[src/ddr3_phy_pkg.sv]
package ddr3_phy_pkg;

    // timing
    localparam int CLK_PERIOD_PS   = 8000;
    localparam int SOFT_RST_NS     = 128;
    localparam int SOFT_RST_CYCLES = (SOFT_RST_NS * 1000 + CLK_PERIOD_PS - 1) / CLK_PERIOD_PS;
    localparam int SOFT_CNT_W      = 5;
    localparam int BURST_CYCLES    = 4;
    localparam int GATE_CNT_W      = 3;
    localparam int RD_SHIFT_W      = 18;
    localparam int DELAY_W         = 5;
    localparam int BUF_LAG         = 4;

    // register map
    localparam int          REG_ADDR_W = 4;
    localparam logic [3:0]  CTRL_OFS   = 4'h0;
    localparam logic [3:0]  STATUS_OFS = 4'h4;

    // command bus carried for parity
    localparam int ROW_W = 14;
    localparam int BA_W  = 3;

    typedef struct packed {
        logic [ROW_W-1:0] addr;
        logic [BA_W-1:0]  ba;
        logic             ras_n;
        logic             cas_n;
        logic             we_n;
    } cmd_t;

    // control register, bit 0 is post_cycle[0]
    typedef struct packed {
        logic       parity_en;
        logic       cal_done;
        logic       align_odd;
        logic       realign_late;
        logic [2:0] chain;
        logic [1:0] phase;
        logic [2:0] post_cycle;
    } ctrl_t;

    localparam int    CTRL_W     = 12;
    localparam ctrl_t CTRL_RESET = ctrl_t'(12'h800);

    // status register, bit 0 is parity_fault
    typedef struct packed {
        logic [7:0] drift;
        logic       core_rst;
        logic       pll_locked;
        logic       parity_fault;
    } status_t;

    localparam int STATUS_W = 11;

endpackage : ddr3_phy_pkg

[src/demux_buffer.sv]
module demux_buffer
    import ddr3_phy_pkg::*;
#(
    parameter int W       = 16,
    parameter int DEPTH_W = 3
) (
    // clock and reset
    input  wire logic           ref_clk_i,
    input  wire logic           rst_i,
    // narrow write side, every cycle
    input  wire logic [W-1:0]   wr_data_i,
    input  wire logic           wr_valid_i,
    // wide read side, half-rate enable
    input  wire logic           rd_en_i,
    input  wire logic           align_i,
    output logic      [2*W-1:0] rd_data_o,
    output logic                rd_valid_o
);

    logic [W:0]         mem [2**DEPTH_W];
    logic [DEPTH_W-1:0] wr_ptr;
    logic [DEPTH_W-1:0] next_wr_ptr;
    logic [DEPTH_W-1:0] rd_base;
    logic [DEPTH_W-1:0] rd_next;
    logic [2*W-1:0]     next_rd_data;
    logic               next_rd_valid;

    // pointers never stop, so output trails input by a fixed lag
    always_comb begin
        next_wr_ptr   = rst_i ? '0 : wr_ptr + 1'b1;
        rd_base       = wr_ptr - DEPTH_W'(BUF_LAG) + DEPTH_W'(align_i);
        rd_next       = rd_base + 1'b1;
        next_rd_data  = rd_data_o;
        next_rd_valid = rd_valid_o;
        if (rst_i) begin
            next_rd_data  = '0;
            next_rd_valid = 1'b0;
        end else if (rd_en_i) begin
            next_rd_data  = {mem[rd_next][W-1:0], mem[rd_base][W-1:0]};
            next_rd_valid = mem[rd_next][W] & mem[rd_base][W];
        end
    end

    always_ff @(posedge ref_clk_i) begin
        wr_ptr         <= next_wr_ptr;
        mem[wr_ptr]    <= rst_i ? '0 : {wr_valid_i, wr_data_i};
        rd_data_o      <= next_rd_data;
        rd_valid_o     <= next_rd_valid;
    end

endmodule : demux_buffer

[src/ddr3_phy_read_path_reset.sv]
// Overview of operation
// - a free-running full-rate tracking clock measures drift against the mimic feedback
// - half-rate enable runs at half, full-rate logic at memory clock rate
// - the clock divider has its own reset synchroniser without soft reset
// - read data captured by strobe, then retimed at a calibrated realign phase
// - n-bit double-rate data becomes 2n-bit, then 4n-bit at half rate
// - dual-port buffer with free-running pointers gives constant latency
// - sequencer alignment puts one transfer within one half-rate cycle
// - postamble gate closes strobe capture at the end of each read
// - gate cycle, phase and delay come from calibration before use
// - memory reset output follows internal reset of global, soft and lock
// - one parity bit over address and command is driven to the DIMM
// - parity fault flag goes low on error and holds until reset
// - low global reset resets the PLL and all logic by level
// - soft reset falling edge resets the core logic but leaves the PLL and the clock divider
// - reset request output follows PLL lock directly, low while locking
// - memory clock pins are driven out and their input fed back
// - the soft reset edge detector runs on the reference clock domain
module ddr3_phy_read_path_reset
    import ddr3_phy_pkg::*;
#(
    parameter int DQ_W = 8
) (
    // clock and reset
    input  wire logic                  ref_clk_i,
    input  wire logic                  rst_i,
    // reset management
    input  wire logic                  global_reset_n_i,
    input  wire logic                  soft_reset_n_i,
    input  wire logic                  pll_locked_i,
    output logic                       pll_reset_o,
    output logic                       reset_request_n_o,
    output logic                       core_reset_n_o,
    output logic                       mem_reset_n_o,
    // clocks
    output logic                       half_rate_en_o,
    output logic                       drift_tracking_clock_o,
    output logic                       mem_clk_o,
    output logic                       mem_clk_n_o,
    output logic                       mem_clk_oe_o,
    input  wire logic                  mem_clk_i,
    // command parity
    input  wire cmd_t                  cmd_i,
    output logic                       command_parity_out_o,
    input  wire logic                  mem_err_out_n_i,
    output logic                       parity_fault_n_o,
    // read path
    input  wire logic                  doing_read_i,
    input  wire logic [DQ_W-1:0]       dq_rise_i,
    input  wire logic [DQ_W-1:0]       dq_fall_i,
    input  wire logic                  dqs_i,
    output logic                       postamble_gate_o,
    output logic      [4*DQ_W-1:0]     rdata_o,
    output logic                       rdata_valid_o,
    // register port
    input  wire logic [REG_ADDR_W-1:0] reg_addr_i,
    input  wire logic [31:0]           reg_wdata_i,
    input  wire logic                  reg_wr_i,
    input  wire logic                  reg_rd_i,
    output logic      [31:0]           reg_rdata_o
);

    // ---------------- reset management ----------------
    logic                  global_rst;
    logic                  soft_edge;
    logic                  core_src;
    logic                  div_rst;
    logic                  core_rst;
    logic                  soft_q;
    logic                  next_soft_q;
    logic [SOFT_CNT_W-1:0] soft_cnt;
    logic [SOFT_CNT_W-1:0] next_soft_cnt;
    logic [1:0]            div_sync;
    logic [1:0]            next_div_sync;
    logic [1:0]            core_sync;
    logic [1:0]            next_core_sync;
    logic                  mem_rst_n;
    logic                  next_mem_rst_n;

    assign global_rst = rst_i | ~global_reset_n_i;
    assign soft_edge  = soft_q & ~soft_reset_n_i;
    assign core_src   = global_rst | soft_edge | (soft_cnt != '0)
                      | ~pll_locked_i;
    // divider ignores soft reset so clocks keep running through it
    assign div_rst    = global_rst | div_sync[1];
    assign core_rst   = core_src | core_sync[1];

    always_comb begin
        next_soft_q    = global_rst ? 1'b1 : soft_reset_n_i;
        next_soft_cnt  = soft_cnt;
        if (global_rst) begin
            next_soft_cnt = '0;
        end else if (soft_edge) begin
            next_soft_cnt = SOFT_CNT_W'(SOFT_RST_CYCLES);
        end else if (soft_cnt != '0) begin
            next_soft_cnt = soft_cnt - 1'b1;
        end
        next_div_sync  = global_rst ? 2'b11 : {div_sync[0], 1'b0};
        next_core_sync = core_src ? 2'b11 : {core_sync[0], 1'b0};
        next_mem_rst_n = ~core_rst;
    end

    always_ff @(posedge ref_clk_i) begin
        soft_q    <= next_soft_q;
        soft_cnt  <= next_soft_cnt;
        div_sync  <= next_div_sync;
        core_sync <= next_core_sync;
        mem_rst_n <= next_mem_rst_n;
    end

    assign pll_reset_o       = global_rst;
    assign reset_request_n_o = pll_locked_i;
    assign core_reset_n_o    = ~core_rst;
    assign mem_reset_n_o     = mem_rst_n;

    // ---------------- clocks and drift tracking ----------------
    logic       half_en;
    logic       next_half_en;
    logic       track_clk;
    logic       next_track_clk;
    logic       mclk;
    logic       next_mclk;
    logic       mclk_d;
    logic       next_mclk_d;
    logic       mclk_oe;
    logic       next_mclk_oe;
    logic [7:0] drift;
    logic [7:0] next_drift;

    always_comb begin
        next_half_en   = ~half_en;
        next_track_clk = ~track_clk;
        next_mclk      = ~mclk;
        next_mclk_d    = mclk;
        next_mclk_oe   = 1'b1;
        next_drift     = drift;
        // feedback that disagrees with what was driven counts as drift
        if (mclk_oe && (mem_clk_i != mclk_d) && (drift != 8'hff)) begin
            next_drift = drift + 8'h01;
        end
        // divider reset overrides everything above, pin released meanwhile
        if (div_rst) begin
            next_half_en   = 1'b0;
            next_track_clk = 1'b0;
            next_mclk      = 1'b0;
            next_mclk_d    = 1'b0;
            next_mclk_oe   = 1'b0;
            next_drift     = '0;
        end
    end

    always_ff @(posedge ref_clk_i) begin
        half_en   <= next_half_en;
        track_clk <= next_track_clk;
        mclk      <= next_mclk;
        mclk_d    <= next_mclk_d;
        mclk_oe   <= next_mclk_oe;
        drift     <= next_drift;
    end

    assign half_rate_en_o         = half_en;
    assign drift_tracking_clock_o = track_clk;
    assign mem_clk_o              = mclk;
    assign mem_clk_n_o            = ~mclk;
    assign mem_clk_oe_o           = mclk_oe;

    // ---------------- register port ----------------
    ctrl_t       ctrl;
    ctrl_t       next_ctrl;
    status_t     status;
    logic [31:0] next_rdata;
    logic        fault;

    always_comb begin
        status.drift        = drift;
        status.core_rst     = core_rst;
        status.pll_locked   = pll_locked_i;
        status.parity_fault = fault;
        next_ctrl           = ctrl;
        next_rdata          = '0;
        if (core_rst) begin
            next_ctrl = CTRL_RESET;
        end else if (reg_wr_i && reg_addr_i == CTRL_OFS) begin
            next_ctrl = ctrl_t'(reg_wdata_i[CTRL_W-1:0]);
        end
        if (reg_rd_i) begin
            unique case (reg_addr_i)
                CTRL_OFS:   next_rdata = {{(32-CTRL_W){1'b0}}, ctrl};
                STATUS_OFS: next_rdata = {{(32-STATUS_W){1'b0}}, status};
                default:    next_rdata = '0;
            endcase
        end
    end

    always_ff @(posedge ref_clk_i) begin
        ctrl        <= next_ctrl;
        reg_rdata_o <= next_rdata;
    end

    // ---------------- command parity ----------------
    logic parity;
    logic next_parity;
    logic next_fault;

    always_comb begin
        next_parity = ctrl.parity_en & (^cmd_i);
        // sticky until the core is reset, a new error cannot be lost
        next_fault  = fault | ~mem_err_out_n_i;
        if (core_rst) begin
            next_parity = 1'b0;
            next_fault  = 1'b0;
        end
    end

    always_ff @(posedge ref_clk_i) begin
        parity <= next_parity;
        fault  <= next_fault;
    end

    assign command_parity_out_o = parity;
    assign parity_fault_n_o     = ~fault;

    // ---------------- read path ----------------
    logic [RD_SHIFT_W-1:0] rd_shift;
    logic [RD_SHIFT_W-1:0] next_rd_shift;
    logic [DELAY_W-1:0]    gate_delay;
    logic                  gate_start;
    logic [GATE_CNT_W-1:0] gate_cnt;
    logic [GATE_CNT_W-1:0] next_gate_cnt;
    logic                  gate_ok;
    logic [2*DQ_W-1:0]     cap_data;
    logic [2*DQ_W-1:0]     next_cap_data;
    logic                  cap_valid;
    logic                  next_cap_valid;
    logic [2*DQ_W:0]       stage1;
    logic [2*DQ_W:0]       next_stage1;
    logic [2*DQ_W:0]       stage2;
    logic [2*DQ_W:0]       next_stage2;
    logic [2*DQ_W:0]       realigned;

    // calibrated cycle, phase and delay chain together place the gate
    assign gate_delay = DELAY_W'(ctrl.post_cycle) + DELAY_W'(ctrl.phase)
                      + DELAY_W'(ctrl.chain);
    assign gate_start = rd_shift[gate_delay];
    // gating is only trusted once calibration has been declared done
    assign gate_ok    = (gate_cnt != '0) & ctrl.cal_done;

    always_comb begin
        next_rd_shift  = {rd_shift[RD_SHIFT_W-2:0], doing_read_i & half_en};
        next_gate_cnt  = gate_cnt;
        if (gate_start) begin
            next_gate_cnt = GATE_CNT_W'(BURST_CYCLES);
        end else if (gate_cnt != '0) begin
            next_gate_cnt = gate_cnt - 1'b1;
        end
        // strobe edges outside the gate, e.g. postamble glitches, are dropped
        next_cap_valid = gate_ok & dqs_i;
        next_cap_data  = next_cap_valid ? {dq_fall_i, dq_rise_i}
                                        : cap_data;
        next_stage1    = {cap_valid, cap_data};
        next_stage2    = stage1;
        if (core_rst) begin
            next_rd_shift  = '0;
            next_gate_cnt  = '0;
            next_cap_valid = 1'b0;
            next_cap_data  = '0;
            next_stage1    = '0;
            next_stage2    = '0;
        end
    end

    always_ff @(posedge ref_clk_i) begin
        rd_shift  <= next_rd_shift;
        gate_cnt  <= next_gate_cnt;
        cap_valid <= next_cap_valid;
        cap_data  <= next_cap_data;
        stage1    <= next_stage1;
        stage2    <= next_stage2;
    end

    // realign phase picked by calibration: early or one cycle late
    assign realigned        = ctrl.realign_late ? stage2 : stage1;
    assign postamble_gate_o = gate_ok;

    demux_buffer #(
        .W       (2 * DQ_W),
        .DEPTH_W (3)
    ) u_demux (
        .ref_clk_i  (ref_clk_i),
        .rst_i      (core_rst),
        .wr_data_i  (realigned[2*DQ_W-1:0]),
        .wr_valid_i (realigned[2*DQ_W]),
        .rd_en_i    (half_en),
        .align_i    (ctrl.align_odd),
        .rd_data_o  (rdata_o),
        .rd_valid_o (rdata_valid_o)
    );

endmodule : ddr3_phy_read_path_reset

[config.mk]
export PLATFORM = sky130hd
export DESIGN_NAME = ddr3_phy_read_path_reset
export DESIGN_NICKNAME = d
export VERILOG_FILES = /design/src/ddr3_phy_pkg.sv /design/src/demux_buffer.sv /design/src/ddr3_phy_read_path_reset.sv
export SDC_FILE = /design/constraint.sdc
export NUM_CORES = 1
export LEC_CHECK = 0
export BUFFER_PORTS_ARGS = -buffer_cell sky130_fd_sc_hd__buf_4
export CORE_MARGIN = 4
export CORE_UTILIZATION = 52
export DETAILED_ROUTE_END_ITERATION = 8
export GPL_ROUTABILITY_DRIVEN = 0
export PLACE_DENSITY = 0.83
export SYNTH_ARGS = -nofsm -noshare
export SYNTH_HDL_FRONTEND = slang
export SYNTH_HIERARCHICAL = 1
export SYNTH_SLANG_ARGS = --single-unit
export TNS_END_PERCENT = 20
[constraint.sdc]
create_clock -name ref_clk_i -period 2.95 [get_ports ref_clk_i]
set_input_delay 0.7375 -clock ref_clk_i [delete_from_list [all_inputs] [get_ports ref_clk_i]]
set_output_delay 0.7375 -clock ref_clk_i [all_outputs]
set_load 0.05 [all_outputs]
# Word-level counts from Yosys, hierarchy flattened
# Memories as Yosys holds them, arrays and structs flattened.
# Cells that the tools add are included.
# op_classes
n_lt_le_gt_ge	1
n_reduce_logical	11
n_eq_ne	3
n_addsub	9
muxes	12
bitwise_logic	22
# op_table
op	count
$mux W17	2
$pmux W12 S2	1
$reduce_xor A20 Y1	1
$mux W5	2
$not A1 Y1	9
$add A8 B1 Y8 const B	1
$ne A8 B8 Y1 const B	1
$or A1 B1 Y1	7
$add A3 B1 Y3 const B	2
$and A1 B1 Y1	6
$lt A5 B6 Y1 const B	1
$mux W3	2
$add A4 B3 Y5	1
$bmux W1 S5	1
$reduce_bool A5 Y1	1
$sub A5 B1 Y5 const B	1
$add A3 B2 Y4	1
$eq A4 B3 Y1 const B	1
$logic_not A4 Y1	1
$mux W1	4
$reduce_bool A2 Y1	2
$reduce_or A2 Y1	2
$add A3 B1 Y3	1
$logic_and A1 B1 Y1	3
other kinds (4)	4
# word_totals
inputBits	83
mem_bits_rw	136
regBits	178
out_inout_bits	77
word_cells	93
memories	1
# mem_list
memory	depth	width	rd	rd_clocked_by_memory_dff	write_ports	line_no	source
u_demux.mem	8	17	2	0	1	demux_buffer.sv:20	logic [W:0] mem [2**DEPTH_W];

# Logic depth before layout (Yosys ltp)
# logic_depth
ltp_word	7
ltp_mapped	11
ltp_nobuf	11

# By module
# The synthesis kept the hierarchy.
# by_module_without_submodules
module	area_each_um2	n_inst	cells_each	seq_area_each_um2
demux_buffer	7563.5	1	411	4804.6
ddr3_phy_read_path_reset	4823.4	1	487	2442.3

# Worst setup path before layout
# Ideal clock, no wire load.
# synth_timing
kind	register to register
from	register ctrl[1] (netlist bit)
to	register gate_cnt[1]
path_slack_ns	0.166
n_path_buf	0
arrival_ns	2.658
t_required_ns	2.824
stages_incl_launch_ff	12
setup_time_ns	0.126
period_less_slack_ns	2.784
path_cell_list	dfxtp_1 -> inv_1 -> fa_1 -> inv_1 -> ha_1 -> inv_1 -> fa_1 -> xnor2_1 -> mux4_2 -> nand3b_1 -> o211ai_1 -> a211oi_1
# synth_between
elab_chain_len	5
# synth_lines
element	line_no	source
from (decl)	ddr3_phy_read_path_reset.sv:168	ctrl_t ctrl;
from (signal assigned)	ddr3_phy_read_path_reset.sv:196	ctrl <= next_ctrl;
$add A3 B2 Y4	ddr3_phy_read_path_reset.sv:242	assign gate_delay = DELAY_W'(ctrl.post_cycle) + DELAY_W'(ctrl.phase)
$add A4 B3 Y5	ddr3_phy_read_path_reset.sv:243	+ DELAY_W'(ctrl.chain);
$bmux W1 S5	ddr3_phy_read_path_reset.sv:244	assign gate_start = rd_shift[gate_delay];
$mux W1 (implied by the code)	ddr3_phy_read_path_reset.sv:244	
$reduce_or A2 Y1 (no source line)	--	
to (signal assigned)	ddr3_phy_read_path_reset.sv:274	gate_cnt <= next_gate_cnt;
to (decl)	ddr3_phy_read_path_reset.sv:228	logic [GATE_CNT_W-1:0] gate_cnt;
# Every way passes these cells. The select of a mux whose other input is x is not followed.
# A chain may end at the register's enable or synchronous reset.

# Worst setup path in the final report
# layout_timing
from	register soft_cnt[0]
to	output port core_reset_n_o
# layout_between
elab_chain_len	5
# layout_lines
element	line_no	source
from (decl)	ddr3_phy_read_path_reset.sv:71	logic [SOFT_CNT_W-1:0] soft_cnt;
from (signal assigned)	ddr3_phy_read_path_reset.sv:105	soft_cnt <= next_soft_cnt;
$reduce_bool A5 Y1	ddr3_phy_read_path_reset.sv:82	assign core_src = global_rst | soft_edge | (soft_cnt != '0)
$or A1 B1 Y1	ddr3_phy_read_path_reset.sv:82	
$or A1 B1 Y1	ddr3_phy_read_path_reset.sv:83	| ~pll_locked_i;
via core_src	ddr3_phy_read_path_reset.sv:66	logic core_src;
$or A1 B1 Y1	ddr3_phy_read_path_reset.sv:86	assign core_rst = core_src | core_sync[1];
$not A1 Y1	ddr3_phy_read_path_reset.sv:113	assign core_reset_n_o = ~core_rst;
to (decl)	ddr3_phy_read_path_reset.sv:33	output logic core_reset_n_o,
# The timed path passes the listed nets, and every way through them passes these cells.

==> impl_metrics.toml <==
[cells_and_area]
fin_area_sq_um = 14570
area_growth_pct = 17.63
ff_latch_area_sq_um = 7251
final_cell_mix = "155 x dfxtp_1, 145 x buf_4, 136 x edfxtp_1, 69 x mux4_2, 64 x nand2_1"
n_antenna_cell = 0
fin_nets = 1119
multi_input_area_sq_um = 4706
drive_above_1_share = 0.2925
num-fill-cells = 1713
utilization = 0.6207
instances_no_fill = 1365
layout_commonest_cell = "dfxtp_1"

[yosys]
synth_flop_cell = "dfxtp_1"
ys_types = 51
ys_warn_count = 6
ys_seq_elements = 294
yosys-top-cells-area = "edfxtp_1 33%, dfxtp_1 26%, mux4_2 13%"
synth_edf_count = 136
ys_async_sr_fraction = 0
netlist.area_leader.share = 0.3297
synth.yosys.seq_area_share = 0.5851
syn-mean-instance-area_sq_um = 13.79
yosysTopAreaCell = "edfxtp_1"
syn_area_sq_um = 12390
netlist_instances = 898

[placed_design]
dpl-instance-area_sq_um = 13530
io_buffers = 119
dp_cells = 1306
hpwlAfterDp_um = 16550

[pwr]
ir_drop_uv = 392.4
power.density_nw_per_um2 = 562.9
power.total_uw = 8202
p_leak_uw = 0.005493

[timing]
rsz0062_at_grt = "no"
setup_viol_count_final = 0
tns_ns = 0
finalCritPeriodShare = 0.9697
clock_skew_ns = 0.02578
max_freq_ghz = 0.3496
max-slew-margin-rel = 0.4309
worst_pin_slew_ns = 0.8525
maxSlewViolCount = 0
fin_crit_ns = 2.861
finalHoldViolations = 0

[die]
dieWidth_um = 162.3
ios = 160
die_y_um = 162.3
start_util = 0.5277
fp-row-count = 56
dieArea_sq_um = 26350
core-area_sq_um = 23470

[drt]
drt_iter0_drc = 447
vias = 7367
drt_wl_total_um = 25340
ant_nets = 0
wl_per_cell_um = 18.56
drc_errors = 0
dr.pass1.iters = 5
routed_via_density = 5.397

[flow_run]
cap_violations = 0

[hold_path]
hp-class = "in -> reg"

[critical_path]
crit_slowest_cell = "or2_4"
crit_fanout = 3
critical_path_class = "reg -> out"
cp_num_buf_inv = 3
cp_data_arrival_time_ns = 2.12
cp.required_ns = 2.21
cp_top_family = "simple AND/OR/NAND/NOR gates"
slowest_delay_ns = 0.34
path_cells = "inv_1 -> ha_4 -> nor4b_4 -> nand4_2 -> or2_4 -> clkinv_4 -> buf_6"
r2r_slack_ns = 0.17
crit_path_end_kind = "output pin"
critPathLaunchType = "flip-flop"

[clocking]
ctsHoldBuffers = 0
cts_max_path_buffers = 3
clk_pin_slew_ns = 0.06
clock_latency_ns = 0.55
cts-root-buf = "clkbuf_16"
cts_sinks = 294
cts_tree = "built"
htreeDepth = 1
cts_made_buffers = 30

[grt]
grt_pass1_vias = 7430
grt_max_degree = 69
antenna_found_initial = 0
gr-total-overflow = 0
grt_use_total = 0.1912
grt_pass1_wl_um = 39860

[run_status]
outcome = "complete, no violations"
## cell type report
| class | instances | area share |
|---|---|---|
| multi-input cells | 529 | 0.3230 |
| inverters | 18 | 0.004981 |
| flip-flops and latches | 294 | 0.4976 |
| repair buffers | 149 | 0.07960 |
| clock buffers | 36 | 0.05522 |
| clock inverters | 20 | 0.01219 |
| well taps | 319 | 0.02739 |
## power breakdown
group	total [uW]	switching, uW	internal, uW
combinational	259	135	124
sequential	4240	3.57	4230
clock	3710	1510	2200
total	8200	1650	6550
## Yosys cell counts, types with 2 or more instances
| cell type | number |
|---|---|
| buf_4 | 35 |
| nor2b_1 | 30 |
| mux2_2 | 19 |
| a211oi_1 | 33 |
| o21ai_0 | 4 |
| nor3_1 | 8 |
| xnor2_1 | 25 |
| nand2b_1 | 6 |
| ha_1 | 11 |
| buf_6 | 7 |
| nand3b_1 | 3 |
| and2_1 | 53 |
| nand2_1 | 64 |
| or3_1 | 2 |
| inv_1 | 17 |
| edfxtp_1 | 136 |
| nor3b_1 | 4 |
| a22oi_1 | 11 |
| a21oi_1 | 33 |
| nand3_1 | 6 |
| and3b_1 | 2 |
| mux2i_1 | 43 |
| mux4_2 | 69 |
| clkbuf_1 | 25 |
| dfxtp_1 | 158 |
| xor2_1 | 4 |
| buf_2 | 7 |
| fa_1 | 3 |
| xnor3_1 | 2 |
| and3_1 | 5 |
| nor2_1 | 53 |
## flip-flops by register name (all words and copies together) (netlist names), 2 cells and up
signal / flops
u_demux/mem: 136
u_demux/rd_data_o: 32
rd_shift: 18
stage1: 17
stage2: 17
cap_data: 16
ctrl: 12
reg_rdata_o: 12
drift: 8
soft_cnt: 5
gate_cnt: 3
u_demux/wr_ptr: 3
core_sync: 2
div_sync: 2
## final timing paths
check | startpoint | end | depth (start not counted)
worst min-delay path | mem_err_out_n_i | fault$_SDFF_PN0_ | 2
worst max-delay path | soft_cnt[0]$_SDFFE_PP0P_ | core_reset_n_o | 7
worst min register to register | core_sync[0]$_DFF_P_ | core_sync[1]$_SDFF_PP1_ | 1
worst max register to register | ctrl[1]$_SDFFE_PN0P_ | gate_cnt[1]$_SDFFE_PP0N_ | 11
## per-stage QoR
| stage | setup slack [ns] | hold slack (ns) |
|---|---|---|
| final | 0.08927 | 0.3703 |
| after global routing | 0.009202 | 0.3711 |
| after CTS | 0.01457 | 0.3537 |
| after detailed placement | 0.08471 | 0.3993 |
| after global placement | 0.1239 | 0.3921 |
| after floorplan | 0.1659 | 0.3863 |
## cells by family after synthesis
kind of cell / share of synthesized area
DFF: 0.5851
AOI/OAI and AO/OA: 0.04657
xor gates and xnor gates: 0.02636
and+or+nand+nor: 0.1016
adders and majority gates: 0.01596
muxes: 0.1775
other: 0.0003027
buffers and inverters: 0.04667
## per-layer routing
layer  part of all wire  global-route usage  vias up
li1                   -                   -     3485
met3              0.086             0.04885       37
met2               0.50              0.3232      275
met4              0.016             0.04268        0
met1               0.40              0.2519     3570
met5                  0                   0        -
## repair_timing
item | 4_1_cts | 5_1_grt
setup endpoints to repair | 1 | 4
resized for setup | 1 | 7
gates cloned | 0 | 0
pin swaps | 1 | 3
buffers inserted | 1 | 2
Power figures use the tool's default switching activity.
